[src/shared/wdg_consts.svh]
`ifndef WDG_CONSTS_SVH
`define WDG_CONSTS_SVH

// Register map, byte address on the bus
`define WDG_REG_ADDR    32'h0000_00D8
`define WDG_RESET_VAL   8'hFE
`define WDG_ACT_BIT     0
`define WDG_TRIG_BIT    1
`define WDG_CNT_LSB     1
`define WDG_CNT_MSB     7
`define WDG_CNT_W       7
`define WDG_DATA_W      8
`define WDG_BUS_PAD     24'h00_0000

// Count step: 384 us at an 8 MHz reference oscillator
`define WDG_STEP_US     384
`define WDG_REF_MHZ     8
`define WDG_STEP_CYC    (`WDG_STEP_US * `WDG_REF_MHZ)
`define WDG_PRE_W       12

// Reset pulse on the pin, typically 500 ns
`define WDG_CLK_MHZ     20
`define WDG_RST_NS      500
`define WDG_RST_CYC     ((`WDG_RST_NS * `WDG_CLK_MHZ) / 1000)
`define WDG_RST_W       4

// AHB transfer type bit that marks an active transfer
`define WDG_HTRANS_ACT  1

`endif

[src/shared/wdg_pkg.sv]
package wdg_pkg;

    // Option bits sampled once after reset
    typedef struct packed {
        logic hw_act;
        logic ext_ctl;
    } wdg_cfg_s;

    // Latched AHB address phase
    typedef struct packed {
        logic write;
        logic hit;
    } wdg_aphase_s;

    // Reset pulse sequencer
    typedef enum logic [1:0] {
        WDG_RST_IDLE,
        WDG_RST_PULSE,
        WDG_RST_HOLD
    } wdg_rst_state_e;

endpackage

[src/wdg_stop_ctl.sv]
`timescale 1ns/1ps
`include "wdg_consts.svh"

module wdg_stop_ctl
    import wdg_pkg::*;
(
    input  wire logic        hclk,
    input  wire logic        hresetn,
    input  wire logic        hsel,
    input  wire logic [31:0] haddr,
    input  wire logic [1:0]  htrans,
    input  wire logic        hwrite,
    input  wire logic [2:0]  hsize,
    input  wire logic [31:0] hwdata,
    input  wire logic        hready,
    output logic             hreadyout,
    output logic             hresp,
    output logic [31:0]      hrdata,
    input  wire logic        opt_hw_activation,
    input  wire logic        opt_ext_stop_ctrl,
    input  wire logic        stop_permit_pin,
    input  wire logic        stop_instr,
    input  wire logic        wake_irq,
    output logic             enter_stop,
    output logic             enter_wait,
    output logic             stop_mode,
    output logic             rst_pin_o,
    output logic             rst_pin_oe
);

    // Bit order swap between register and logical count
    function automatic logic [`WDG_CNT_W-1:0] wdg_rev7(
        input logic [`WDG_CNT_W-1:0] v
    );
        logic [`WDG_CNT_W-1:0] r;
        r = '0;
        for (int i = 0; i < `WDG_CNT_W; i++) begin
            r[i] = v[`WDG_CNT_W-1-i];
        end
        return r;
    endfunction

    localparam logic [`WDG_PRE_W-1:0] STEP_LAST =
        `WDG_PRE_W'(`WDG_STEP_CYC - 1);
    localparam logic [`WDG_RST_W-1:0] RST_LAST =
        `WDG_RST_W'(`WDG_RST_CYC - 1);

    wdg_cfg_s              cfg_ff;
    logic                  cfg_vld_ff;
    logic                  permit_meta_ff;
    logic                  permit_ff;
    wdg_aphase_s           aph_ff;
    logic [`WDG_CNT_W-1:0] raw_ff;
    logic [`WDG_CNT_W-1:0] nxt_raw;
    logic                  act_ff;
    logic                  nxt_act;
    logic [`WDG_PRE_W-1:0] pre_ff;
    logic                  stop_ff;
    logic                  enter_stop_ff;
    logic                  enter_wait_ff;
    logic [31:0]           hrdata_ff;
    wdg_rst_state_e        rst_state_ff;
    logic [`WDG_RST_W-1:0] rst_cnt_ff;

    wire logic                  ap_take;
    wire logic                  ap_hit;
    wire logic                  wr_en;
    wire logic                  tick;
    wire logic [`WDG_CNT_W-1:0] cnt_now;
    wire logic [`WDG_CNT_W-1:0] cnt_dec;
    wire logic                  hw_forced;
    wire logic                  trig;
    wire logic                  stop_go;
    wire logic                  wait_go;
    wire logic [7:0]            rd_byte;

    // Bus decode
    assign ap_take = hsel & hready & htrans[`WDG_HTRANS_ACT];
    assign ap_hit  = (haddr == `WDG_REG_ADDR);
    assign wr_en   = aph_ff.write & aph_ff.hit;

    // Count arithmetic in logical bit order
    assign tick      = (pre_ff == STEP_LAST) & ~stop_ff;
    assign cnt_now   = wdg_rev7(raw_ff);
    assign cnt_dec   = cnt_now - `WDG_CNT_W'(1);
    assign hw_forced = cfg_vld_ff & cfg_ff.hw_act;

    // Next register value: a write wins over a decrement
    assign nxt_raw = wr_en ? hwdata[`WDG_CNT_MSB:`WDG_CNT_LSB]
                   : tick  ? wdg_rev7(cnt_dec)
                   : raw_ff;
    assign nxt_act = act_ff | hw_forced
                   | (wr_en & hwdata[`WDG_ACT_BIT]);

    // Reset trigger once active and the top count bit is clear
    assign trig = act_ff & ~raw_ff[`WDG_TRIG_BIT - `WDG_CNT_LSB];

    // STOP decision
    assign stop_go = stop_instr & ~stop_ff
                   & (~act_ff
                   | (cfg_ff.ext_ctl & permit_ff));
    assign wait_go = stop_instr & ~stop_ff & act_ff
                   & (~cfg_ff.ext_ctl
                   | ~permit_ff);

    // Read value reflects this cycle's write and decrement
    assign rd_byte = {nxt_raw, nxt_act};

    // Option capture after reset release
    always_ff @(posedge hclk or negedge hresetn) begin
        if (!hresetn) begin
            cfg_ff     <= '0;
            cfg_vld_ff <= 1'b0;
        end else if (!cfg_vld_ff) begin
            cfg_ff     <= '{opt_hw_activation, opt_ext_stop_ctrl};
            cfg_vld_ff <= 1'b1;
        end
    end

    // Permit pin synchroniser
    always_ff @(posedge hclk or negedge hresetn) begin
        if (!hresetn) begin
            permit_meta_ff <= 1'b0;
            permit_ff      <= 1'b0;
        end else begin
            permit_meta_ff <= stop_permit_pin;
            permit_ff      <= permit_meta_ff;
        end
    end

    // AHB address phase latch and read data
    always_ff @(posedge hclk or negedge hresetn) begin
        if (!hresetn) begin
            aph_ff    <= '0;
            hrdata_ff <= '0;
        end else if (hready) begin
            aph_ff    <= '{hwrite, ap_take & ap_hit};
            hrdata_ff <= (ap_take & ap_hit & ~hwrite)
                       ? {`WDG_BUS_PAD, rd_byte} : '0;
        end
    end

    // Count and activation register
    always_ff @(posedge hclk or negedge hresetn) begin
        if (!hresetn) begin
            raw_ff <= `WDG_CNT_W'(`WDG_RESET_VAL >> `WDG_CNT_LSB);
            act_ff <= 1'b0;
        end else begin
            raw_ff <= nxt_raw;
            act_ff <= nxt_act;
        end
    end

    // Step prescaler, held while stopped
    always_ff @(posedge hclk or negedge hresetn) begin
        if (!hresetn) begin
            pre_ff <= '0;
        end else if (tick) begin
            pre_ff <= '0;
        end else if (!stop_ff) begin
            pre_ff <= pre_ff + `WDG_PRE_W'(1);
        end
    end

    // Low power mode state
    always_ff @(posedge hclk or negedge hresetn) begin
        if (!hresetn) begin
            stop_ff       <= 1'b0;
            enter_stop_ff <= 1'b0;
            enter_wait_ff <= 1'b0;
        end else begin
            enter_stop_ff <= stop_go;
            enter_wait_ff <= wait_go;
            if (stop_go) begin
                stop_ff <= 1'b1;
            end else if (wake_irq) begin
                stop_ff <= 1'b0;
            end
        end
    end

    // Reset pulse sequencer, held until the chip reset arrives
    always_ff @(posedge hclk or negedge hresetn) begin
        if (!hresetn) begin
            rst_state_ff <= WDG_RST_IDLE;
            rst_cnt_ff   <= '0;
        end else begin
            case (rst_state_ff)
                WDG_RST_IDLE: begin
                    if (trig) begin
                        rst_state_ff <= WDG_RST_PULSE;
                    end
                end
                WDG_RST_PULSE: begin
                    rst_cnt_ff <= rst_cnt_ff + `WDG_RST_W'(1);
                    if (rst_cnt_ff == RST_LAST) begin
                        rst_state_ff <= WDG_RST_HOLD;
                    end
                end
                WDG_RST_HOLD: begin
                    rst_state_ff <= WDG_RST_HOLD;
                end
                default: begin
                    rst_state_ff <= WDG_RST_IDLE;
                end
            endcase
        end
    end

    // Outputs
    assign hreadyout  = 1'b1;
    assign hresp      = 1'b0;
    assign hrdata     = hrdata_ff;
    assign enter_stop = enter_stop_ff;
    assign enter_wait = enter_wait_ff;
    assign stop_mode  = stop_ff;
    assign rst_pin_o  = 1'b0; // Open drain, drives low only
    assign rst_pin_oe = (rst_state_ff == WDG_RST_PULSE);

    // Helper: length of each reset pulse
    logic [`WDG_RST_W:0] pulse_len_ff;
    always_ff @(posedge hclk or negedge hresetn) begin
        if (!hresetn) begin
            pulse_len_ff <= '0;
        end else if (rst_pin_oe) begin
            pulse_len_ff <= pulse_len_ff + (`WDG_RST_W+1)'(1);
        end
    end

    // Helper: cycles between two count steps
    logic [`WDG_PRE_W:0] gap_ff;
    logic                gap_vld_ff;
    always_ff @(posedge hclk or negedge hresetn) begin
        if (!hresetn) begin
            gap_ff     <= '0;
            gap_vld_ff <= 1'b0;
        end else if (tick) begin
            gap_ff     <= '0;
            gap_vld_ff <= 1'b1;
        end else if (!stop_ff) begin
            gap_ff <= gap_ff + (`WDG_PRE_W+1)'(1);
        end
    end
endmodule

[config.mk]
export PLATFORM = sky130hd
export DESIGN_NAME = wdg_stop_ctl
export DESIGN_NICKNAME = d
export VERILOG_FILES = /design/src/shared/wdg_pkg.sv /design/src/wdg_stop_ctl.sv
export VERILOG_INCLUDE_DIRS = /design/src /design/src/shared
export SDC_FILE = /design/constraint.sdc
export NUM_CORES = 1
export LEC_CHECK = 0
export BUFFER_PORTS_ARGS = -buffer_cell sky130_fd_sc_hd__buf_2
export CAP_MARGIN = 30
export CORE_MARGIN = 1.5
export CORE_UTILIZATION = 46
export DETAILED_ROUTE_END_ITERATION = 10
export PLACE_DENSITY = 0.85
export SKIP_LAST_GASP = 1
export SYNTH_ARGS = -nofsm -noshare
export SYNTH_HDL_FRONTEND = slang
export SYNTH_SLANG_ARGS = --single-unit
export TNS_END_PERCENT = 100
[constraint.sdc]
create_clock -name hclk -period 2.6 [get_ports hclk]
set_clock_uncertainty 0.15 [all_clocks]
set_input_delay 0.78 -clock hclk [delete_from_list [all_inputs] [get_ports hclk]]
set_output_delay 0.78 -clock hclk [all_outputs]
set_load 0.02 [all_outputs]
# Word level (Yosys, flattened, before mapping)
# Index checks and enable logic that the tools add are counted.
word_totals:
  reg_bits: 68
  in_bits: 79
  output_inout_bits: 39
op_classes:
  n_addsub: 3
  eq_ne: 8
  mux: 10
  bitwise: 24
  reduce_logical: 3
ops:
  columns: ["operator", "count"]
  rows:
  - ["== test 32 x 8 -> 1 bit (second input constant)", 1]
  - ["2-to-1 mux 12 bit", 2]
  - ["AND 1 bit", 14]
  - ["2-to-1 mux 7 bit", 2]
  - ["adder 12 x 1 -> 12 bit (second input constant)", 1]
  - ["== test 12 bit (second input constant)", 1]
  - ["2-to-1 mux 8 bit", 1]
  - ["subtractor 7 x 1 -> 7 bit (second input constant)", 1]
  - ["NOT 1 bit", 6]
  - ["one-hot mux 2 bit (3 select lines)", 1]
  - ["adder 4 x 1 -> 4 bit (second input constant)", 1]
  - ["== test 4 bit (second input constant)", 1]
  - ["2-to-1 mux 2 bit", 2]
  - ["!= test 2 x 1 -> 1 bit (second input constant)", 2]
  - ["bitwise OR 1 bit", 4]
  - ["== test 2 x 1 -> 1 bit (second input constant)", 1]
  - ["== test 2 bit (second input constant)", 1]
  - ["zero test 2 bit", 1]
  - ["2-to-1 mux 1 bit", 2]
  - ["!= test 2 bit (second input constant)", 1]
  - ["AND reduction 2 bit", 1]
  - ["nonzero test 2 bit", 1]

# Logic depth before layout (Yosys ltp)
# Gate-level depths: netlist of the first run.
logic_depth:
  depth_word: 5
  ltp_mapped: 7

# Worst setup path before layout of the first run
# OpenSTA, ideal clock, no wires.
synth_path:
  path_kind: "in2reg"
  from: "input port haddr[0]"
  to: "register hrdata_ff[2], in the netlist hrdata[2]"
  setup_ns: 0.101
  t_arrival_ns: 2.149
  t_required_ns: 2.349
  slack_ns: 0.201
  cell_stages: 4
  cell_sequence: "or4b_2 > nor4_4 > nand2_1 > o32ai_1"
synth_between:
  elab_chain_len: 4
synth_rtl:
  columns: ["element", "line", "source"]
  rows:
  - ["from (decl)", "wdg_stop_ctl.sv:10", "input wire logic [31:0] haddr,"]
  - ["== test 32 x 8 -> 1 bit (no line)", null, null]
  - ["AND 1 bit (2 in a row)", "wdg_stop_ctl.sv:138", "hrdata_ff <= (ap_take & ap_hit & ~hwrite)"]
  - ["2-to-1 mux 8 bit", "wdg_stop_ctl.sv:138", null]
  - ["to (signal assigned)", "wdg_stop_ctl.sv:138", null]
  - ["to (decl)", "wdg_stop_ctl.sv:61", "logic [31:0] hrdata_ff;"]
# No other way between the ends.
# A chain may end at the register's enable or synchronous reset.

# Worst setup path in the final report of the first run
layout_path:
  from: "register pre_ff[0]"
  to: "register hrdata_ff[5], in the netlist hrdata[5]"
layout_between:
  elab_chain_len: 5
layout_rtl:
  columns: ["element", "line", "source"]
  rows:
  - ["from (decl)", "wdg_stop_ctl.sv:57", "logic [`WDG_PRE_W-1:0] pre_ff;"]
  - ["from (signal assigned)", "wdg_stop_ctl.sv:161", "pre_ff <= pre_ff + `WDG_PRE_W'(1);"]
  - ["== test 12 bit", "wdg_stop_ctl.sv:83", "assign tick = (pre_ff == STEP_LAST) & ~stop_ff;"]
  - ["AND 1 bit", "wdg_stop_ctl.sv:83", null]
  - ["2-to-1 mux 7 bit", "wdg_stop_ctl.sv:90", ": tick ? wdg_rev7(cnt_dec)"]
  - ["2-to-1 mux 7 bit", "wdg_stop_ctl.sv:89", "assign nxt_raw = wr_en ? hwdata[`WDG_CNT_MSB:`WDG_CNT_LSB]"]
  - ["2-to-1 mux 8 bit", "wdg_stop_ctl.sv:138", null]
# No other way between the ends.

==> flow_summary.json, run 1 <==
{
  "yosys-top-cells-area": "dfrtp_1 (39%), buf_4 (8.6%), dfstp_2 (7.8%), ha_1 (3.7%), nor2_1 (3.5%)",
  "worstPathRequired_ns": 2.64,
  "first_pass_iters": 6,
  "synth.distinct_cells": 46,
  "finalSetupViolations": 0,
  "start_util_pct": 49.0,
  "fin_util_pct": 57.9,
  "synth_edf_count": 0,
  "drv_slew": 0,
  "nets": 380,
  "yosysSeqAreaShare_pct": 47.0,
  "syn_area_per_cell_um2": 10.5,
  "worst_slew_pin_slew_ns": 0.633,
  "clock-sinks": 44,
  "std_cell_rows": 25,
  "cp-end-kind": "register",
  "clock_latency_ns": 0.30,
  "drive_above_1_share_pct": 32.5,
  "synth_ff_type": "dfrtp_1",
  "clock-root-buffer": "clkbuf_8",
  "grt_pass1_vias": 1658,
  "grt_usage_pct": 17.0,
  "status": "finished, final reports clean",
  "hold_path_end": "permit_ff$_DFF_PN0_",
  "ys_top_cells_by_count": "dfrtp_1 (37), buf_4 (27), nor2_1 (22)",
  "cp-startpoint": "pre_ff[0]$_DFFE_PN0P_",
  "cts_max_path_buffers": 2,
  "drt-wirelength-per-cell_um": 12.2,
  "dieArea_um2": 5570,
  "path_class": "register to register",
  "synth_cells": 224,
  "start_kind": "register",
  "reg2reg_slack_ns": 0.32,
  "p_switching_mw": 0.479,
  "yosysTopAreaCell": "dfrtp_1",
  "routed_wl_um": 4420,
  "drc": 0,
  "yosysWarningCount": 0,
  "power_density_nw_per_um2": 597,
  "core_area_um2": 4820,
  "r2r_start": "pre_ff[0]$_DFFE_PN0P_",
  "r2r_cells": 6,
  "post-route-min-period_ns": 2.28,
  "ant_nets": 0,
  "syn_to_final_growth_pct": 18.2,
  "tritoncts": "done",
  "globalRouteOverflowTotal": 0,
  "irDropWorstVdd_uv": 384,
  "fin_crit_sh_pct": 87.8,
  "ctsHoldBuffers": 0,
  "numPortBuffers": 62,
  "cp_data_arrival_time_ns": 2.32,
  "htree_num_levels": 2,
  "synth.cell_area_um2": 2360,
  "min_from": "permit_meta_ff$_DFF_PN0_",
  "p_sw_share_pct": 28.8,
  "fin_setup_tns_ns": 0,
  "dpl.hpwl_um": 3360,
  "critical_path_peak_fanout": 6,
  "reg2reg_to": "hrdata[5]$_DFFE_PN0P_",
  "ctsResizeCount": 0,
  "total_power_mw": 1.67,
  "drt_iter0_drc": 73,
  "grt_pass1_wl_um": 7120,
  "drv_cap": 0,
  "synth_seq_cells": 44,
  "antenna_found_initial": 0,
  "hold_viol": 0,
  "grt_setup_unrepaired": "false",
  "p_clk_share_pct": 32.8,
  "postSynth.asyncResetShare_pct": 100,
  "max_slew_margin_pct": 57.4,
  "placed_area_um2": 2670,
  "pin_count": 118,
  "dieHeight_um": 74.6,
  "die_w_um": 74.6,
  "pwr-share-seq_pct": 50.5,
  "p_comb_share_pct": 16.7,
  "fmax_mhz": 438,
  "post-cts-setup-buffers": 0,
  "fin_area_um2": 2790,
  "synth_top_area_share_pct": 39.2,
  "synth.most_common_cell": "dfrtp_1",
  "leakage_nw": 1.44,
  "clkSlewWorstSetupHoldPaths_ns": 0.08,
  "hold_path_class": "register to register",
  "cts_buffers": 5,
  "antenna_cells": 0,
  "grt_max_degree": 45,
  "vias": 1767,
  "via_per_inst": 4.88,
  "gp_congestion": 0.782,
  "whs_path_depth": 0,
  "internal_power_mw": 1.19
}
[critical path, stage by stage, from the launching register on]
cell and delay [ns]:
dfrtp_1 0.40, ha_1 0.26, nand3b_4 0.16, nor4_1 0.61
a21o_1 0.21, a21oi_1 0.08, o32ai_1 0.31
[power groups by stage]
stage / Combinational (mW) / Clock [mW] / Sequential (mW)
finish: 0.279 / 0.546 / 0.842
global route: 0.310 / 0.591 / 0.852
CTS: 0.280 / 0.554 / 0.842
detailed placement: 0.280 / 0 / 0.854
global placement: 0.269 / 0 / 0.848
floorplan: 0.224 / 0 / 0.842
[layer usage]
| metal | track usage, % | wire length (um) |
|---|---|---|
| met1 | 18.8 | 1780 |
| met2 | 31.3 | 2300 |
| met3 | 5.76 | 293 |
| met4 | 4.85 | 48 |
| met5 | 0 | 0 |
[area by class of cell]
cell class / count / area [um^2]
fillers: 432 / 2030
flip-flops and latches: 44 / 1110
multi-input cells: 164 / 1090
repair buffers: 66 / 340
well taps: 67 / 83.8
clock buffers: 6 / 82.6
inverters: 13 / 48.8
clock inverters: 2 / 38.8
[through the flow]
step                hold WS [ns]  setup slack (ns)  std cells
finish                     0.214             0.316        362
global placement           0.183             0.105        354
CTS                        0.216             0.317        362
floorplan                  0.181             0.201        250
detailed placement         0.196            0.0308        354
global route               0.225             0.185        362
[how the worst max path moves through the flow]
| stage | cells after the start | slack, ns | endpoint |
|---|---|---|---|
| final | 6 | 0.32 | hrdata[5]$_DFFE_PN0P_ |
| after detailed placement | 5 | 0.03 | hrdata[4]$_DFFE_PN0P_ |
| after floorplan | 4 | 0.20 | hrdata[2]$_DFFE_PN0P_ |
| after global routing | 6 | 0.18 | hrdata[4]$_DFFE_PN0P_ |
| after CTS | 6 | 0.32 | hrdata[5]$_DFFE_PN0P_ |
| after global placement | 5 | 0.10 | hrdata[5]$_DFFE_PN0P_ |
[logic make-up after synthesis]
group / share of synthesized area [%]
simple gates: 21.3
xor+xnor: 4.83
compound gates: 8.32
other cells: 0.318
mux: 3.45
fa+ha+maj: 3.71
buf+inv: 11.1
flops: 47.0
[placed cells by master (no fill, tap or decap), types with 4 or more instances in the layout]
master / n
nand3_1: 5
clkbuf_8: 6
a21oi_1: 6
nor3_1: 5
o32ai_1: 4
buf_2: 62
dfstp_2: 7
a21o_1: 4
nand4_1: 5
xor2_1: 7
nor4_1: 7
buf_4: 4
o21ai_0: 5
ha_1: 7
conb_1: 28
nor2_1: 22
inv_1: 13
mux2_2: 5
nand2_1: 17
dfrtp_1: 37
xnor2_1: 6
[state kept, by name (all words and copies together), names as in the netlist]
register	count
cfg_ff	2
cfg_vld_ff	1
permit_meta_ff	1
pre_ff	12
permit_ff	1
rst_state_ff	2
act_ff	1
enter_stop	1
hrdata	8
enter_wait	1
stop_mode	1
rst_cnt_ff	4
raw_ff	7
aph_ff	2
Note: power is estimated with default switching activity, not from simulation.
==> inputs of run 2 (changes only) <==
Settings changed: MAX_ROUTING_LAYER set to met4.
==> run 2 against run 1 <==
Clock power about the same. Worst setup slack got worse by 0.0065 ns. Sequential power about the same. Via count decreased by 0.11%. Clock-buffer cell count unchanged. Global-route usage increased by 0.45 points. Flip-flop and latch count unchanged. Sequential share of layout area unchanged. Final cell count unchanged. Critical path type unchanged. Largest cell class unchanged. Highest routed layer unchanged.
==> flow_summary.json, run 2 (synthesis results as in run 1) <==
{
  "grt_pass1_wl_um": 7130,
  "leakage_nw": 1.44,
  "clock-root-buffer": "clkbuf_8",
  "fin_cells": 362,
  "cp_data_arrival_time_ns": 2.33,
  "drv_cap": 0,
  "start_util_pct": 49.0,
  "grt_setup_unrepaired": "false",
  "worst_slew_pin_slew_ns": 0.640,
  "fin_setup_tns_ns": 0,
  "worstPathRequired_ns": 2.64,
  "post-route-min-period_ns": 2.29,
  "status": "finished, final reports clean",
  "layout_common_cells": "buf_2 (62), dfrtp_1 (37), conb_1 (28)",
  "multi_input_area_um2": 1090,
  "post-cts-setup-buffers": 0,
  "top_register": "pre_ff",
  "vias": 1765,
  "clock_latency_ns": 0.29,
  "total_power_mw": 1.66,
  "ctsResizeCount": 0,
  "htree_num_levels": 2,
  "fin_crit_sh_pct": 88.1,
  "nFillCells": 432,
  "antenna_found_initial": 0,
  "gp_congestion": 0.793,
  "ctsHoldBuffers": 0,
  "cpPeakStageDelay_ns": 0.62,
  "drv_slew": 0,
  "numPortBuffers": 62,
  "dieArea_um2": 5570,
  "cts_buffers": 5,
  "die_w_um": 74.6,
  "hold_viol": 0,
  "globalRouteOverflowTotal": 0,
  "slowest_stage": "nor4_1",
  "path_class": "register to register",
  "critical_path_peak_fanout": 6,
  "placed_area_um2": 2670,
  "first_pass_iters": 6,
  "max_slew_margin_pct": 56.9,
  "drc": 0,
  "fin_area_um2": 2790,
  "syn_to_final_growth_pct": 18.2,
  "irDropWorstVdd_uv": 385,
  "largest_register_ffs": 12,
  "routed_wl_um": 4410,
  "hold_path_class": "register to register",
  "start_kind": "register",
  "cts_max_path_buffers": 2,
  "dieHeight_um": 74.6,
  "drive_above_1_share_pct": 32.5,
  "fmax_mhz": 437,
  "drt_iter0_drc": 72,
  "grt_pass1_vias": 1657,
  "worst_hold_slack_ns": 0.214,
  "antenna_cells": 0,
  "clock-sinks": 44,
  "pin_count": 118,
  "nets": 380,
  "cp-end-kind": "register",
  "std_cell_rows": 25,
  "via_per_inst": 4.88,
  "drt-wirelength-per-cell_um": 12.2,
  "dp.cells": 354,
  "ant_nets": 0,
  "power_density_nw_per_um2": 596,
  "grt_usage_pct": 17.5,
  "finalSetupViolations": 0,
  "path_cells": "ha_1 -> nand3b_4 -> nor4_1 -> a21o_1 -> a21oi_1 -> o32ai_1",
  "register_area_um2": 1110,
  "dpl.hpwl_um": 3360,
  "tritoncts": "done",
  "grt_max_degree": 45,
  "final_common_cell": "buf_2",
  "clkSlewWorstSetupHoldPaths_ns": 0.08,
  "core_area_um2": 4820,
  "reg2reg_slack_ns": 0.31
}
## run 2: cell counts in the layout (fill, tap and decap cells not counted)
No cell type changed its count.
## run 2: worst paths after layout
path | start | to | cells after the start
worst max-delay path | pre_ff[0]$_DFFE_PN0P_ | hrdata[5]$_DFFE_PN0P_ | 6
worst min-delay path | permit_meta_ff$_DFF_PN0_ | permit_ff$_DFF_PN0_ | 0
worst max register to register | pre_ff[0]$_DFFE_PN0P_ | hrdata[5]$_DFFE_PN0P_ | 6
worst min register to register | permit_meta_ff$_DFF_PN0_ | permit_ff$_DFF_PN0_ | 0
max in group asynchronous | hresetn | raw_ff[2]$_DFF_PN1_ | 2
min in group asynchronous | hresetn | rst_cnt_ff[3]$_DFFE_PN0P_ | 2
## run 2: area by class of cell
class	count	area share, %
Clock buffer	6	2.96
Clock inverter	2	1.39
Inverter	13	1.75
Multi-Input combinational cell	164	38.9
Sequential cell	44	39.8
Tap cell	67	3.00
Timing Repair Buffer	66	12.2
## run 2: layer usage
metal  share of wire [%]  track usage (%)
met5                   0                -
met3                 5.8             5.09
met4                0.70             4.85
met2                  53             31.3
met1                  41             19.0
## run 2: power breakdown
group          switching, mW  internal (mW)  total, mW
clock network          0.230          0.314      0.544
logic                  0.163          0.116      0.279
registers             0.0845          0.757      0.842
## run 2: metrics by stage
stage                     util (%)  setup WS [ns]
after floorplan                  -          0.201
after global placement        55.4          0.105
after detailed placement      55.4         0.0308
after CTS                     57.9          0.317
after global routing          57.9          0.185
final                         57.9          0.310
## run 2: critical path: cells and delay by family, from the launching register on
family | cells | cell delay (ns)
fa+ha+maj | 1 | 0.26
simple gates | 2 | 0.78
compound gates | 3 | 0.60
flops | 1 | 0.40
==> inputs of run 3 (changes only) <==
Settings changed: CORE_MARGIN 1.5 to 10, SKIP_CTS_REPAIR_TIMING set to 1.
==> run 3 against run 2 <==
Clock power rose by 3%. Total power rose by 1.4%. Utilization fell by 2.6 points. Combinational power rose by 1%. Wire length rose by 16%. Highest routed layer unchanged. Worst setup slack improved by 0.060 ns. Die area rose by 51%. Critical path type unchanged.
==> flow_summary.json, run 3 (synthesis results as in run 1) <==
{
  "largest_register_ffs": 12,
  "dpl.hpwl_um": 4230,
  "leakage_nw": 1.44,
  "drv_slew": 0,
  "core_area_um2": 5040,
  "ant_nets": 0,
  "grt_max_degree": 45,
  "cpPeakStageDelay_ns": 0.59,
  "cts_max_path_buffers": 2,
  "worst_hold_slack_ns": 0.215,
  "htree_num_levels": 2,
  "slowest_stage": "nor4_1",
  "clock-root-buffer": "clkbuf_8",
  "dp.cells": 356,
  "fmax_mhz": 448,
  "timing.final.ws_setup_ns": 0.370,
  "fin_area_um2": 2790,
  "path_class": "register to register",
  "dieArea_um2": 8400,
  "drive_above_1_share_pct": 32.3,
  "cp-end-kind": "register",
  "antenna_cells": 0,
  "crit_family": "simple AND/OR/NAND/NOR gates",
  "globalRouteOverflowTotal": 0,
  "path_cells": "ha_1 -> nand3b_4 -> nor4_1 -> a21o_1 -> a21oi_1 -> o32ai_1",
  "grt_setup_unrepaired": "false",
  "irDropWorstVdd_uv": 380,
  "drt-wirelength-per-cell_um": 14.0,
  "drt_iter0_drc": 58,
  "nets": 379,
  "status": "finished, final reports clean",
  "cp_num_buf_inv": 0,
  "via_per_inst": 4.80,
  "pin_count": 118,
  "fin_setup_tns_ns": 0,
  "placed_area_um2": 2670,
  "first_pass_iters": 4,
  "die_w_um": 91.6,
  "grt_pass1_wl_um": 8510,
  "std_cell_rows": 26,
  "numPortBuffers": 62,
  "start_kind": "register",
  "syn_to_final_growth_pct": 18.3,
  "cp_data_arrival_time_ns": 2.27,
  "total_power_mw": 1.69,
  "start_util_pct": 46.8,
  "grt_usage_pct": 12.5,
  "fin_crit_sh_pct": 85.8,
  "hold_viol": 0,
  "tritoncts": "done",
  "top_register": "pre_ff",
  "worstPathRequired_ns": 2.64,
  "power_density_nw_per_um2": 605,
  "clock_latency_ns": 0.29,
  "routed_wl_um": 5100,
  "clkSlewWorstSetupHoldPaths_ns": 0.08,
  "vias": 1749,
  "fin_util_pct": 55.4,
  "grt_pass1_vias": 1968,
  "cts_buffers": 5,
  "final_common_cell": "buf_2",
  "post-route-min-period_ns": 2.23,
  "hold_path_class": "register to register",
  "drc": 0,
  "fin_cells": 364,
  "antenna_found_initial": 0,
  "pre_cts_ws_ns": 0.0623,
  "max_slew_margin_pct": 59.7,
  "dieHeight_um": 91.6,
  "critical_path_peak_fanout": 6,
  "drv_cap": 0,
  "clock-sinks": 44,
  "layout_common_cells": "buf_2 (62), dfrtp_1 (37), conb_1 (28)",
  "worst_slew_pin_slew_ns": 0.599,
  "finalSetupViolations": 0,
  "gp_congestion": 0.766
}
run 3: cell type report:
| type | instances | area (um^2) |
|---|---|---|
| Timing Repair Buffer | 65 | 333 |
| Clock buffer | 7 | 96.3 |
| Inverter | 13 | 48.8 |
| Multi-Input combinational cell | 164 | 1090 |
| Tap cell | 70 | 87.6 |
| Clock inverter | 1 | 30.0 |
| Fill cell | 431 | 2250 |
| Sequential cell | 44 | 1110 |
run 3: power by group:
part	internal (mW)	leakage (nW)	switching (mW)	total, mW
clock	0.339	0.0645	0.224	0.563
combinational	0.116	0.818	0.167	0.283
sequential	0.757	0.557	0.0857	0.843
run 3: final timing paths:
check | from | to | slack [ns] | cells after the start
max in group asynchronous | hresetn | raw_ff[5]$_DFF_PN1_ | 1.52 | 2
max | pre_ff[0]$_DFFE_PN0P_ | hrdata[5]$_DFFE_PN0P_ | 0.37 | 6
min | permit_meta_ff$_DFF_PN0_ | permit_ff$_DFF_PN0_ | 0.22 | 0
max reg2reg | pre_ff[0]$_DFFE_PN0P_ | hrdata[5]$_DFFE_PN0P_ | 0.37 | 6
min in group asynchronous | hresetn | pre_ff[8]$_DFFE_PN0P_ | 0.41 | 2
min reg2reg | permit_meta_ff$_DFF_PN0_ | permit_ff$_DFF_PN0_ | 0.22 | 0
run 3: metal layers:
metal	part of all wire [%]	vias to the layer above	track usage [%]
li1	-	862	-
met1	43	809	13.3
met2	51	72	21.6
met3	6.1	6	4.32
met4	0.78	0	3.66
met5	0	-	-
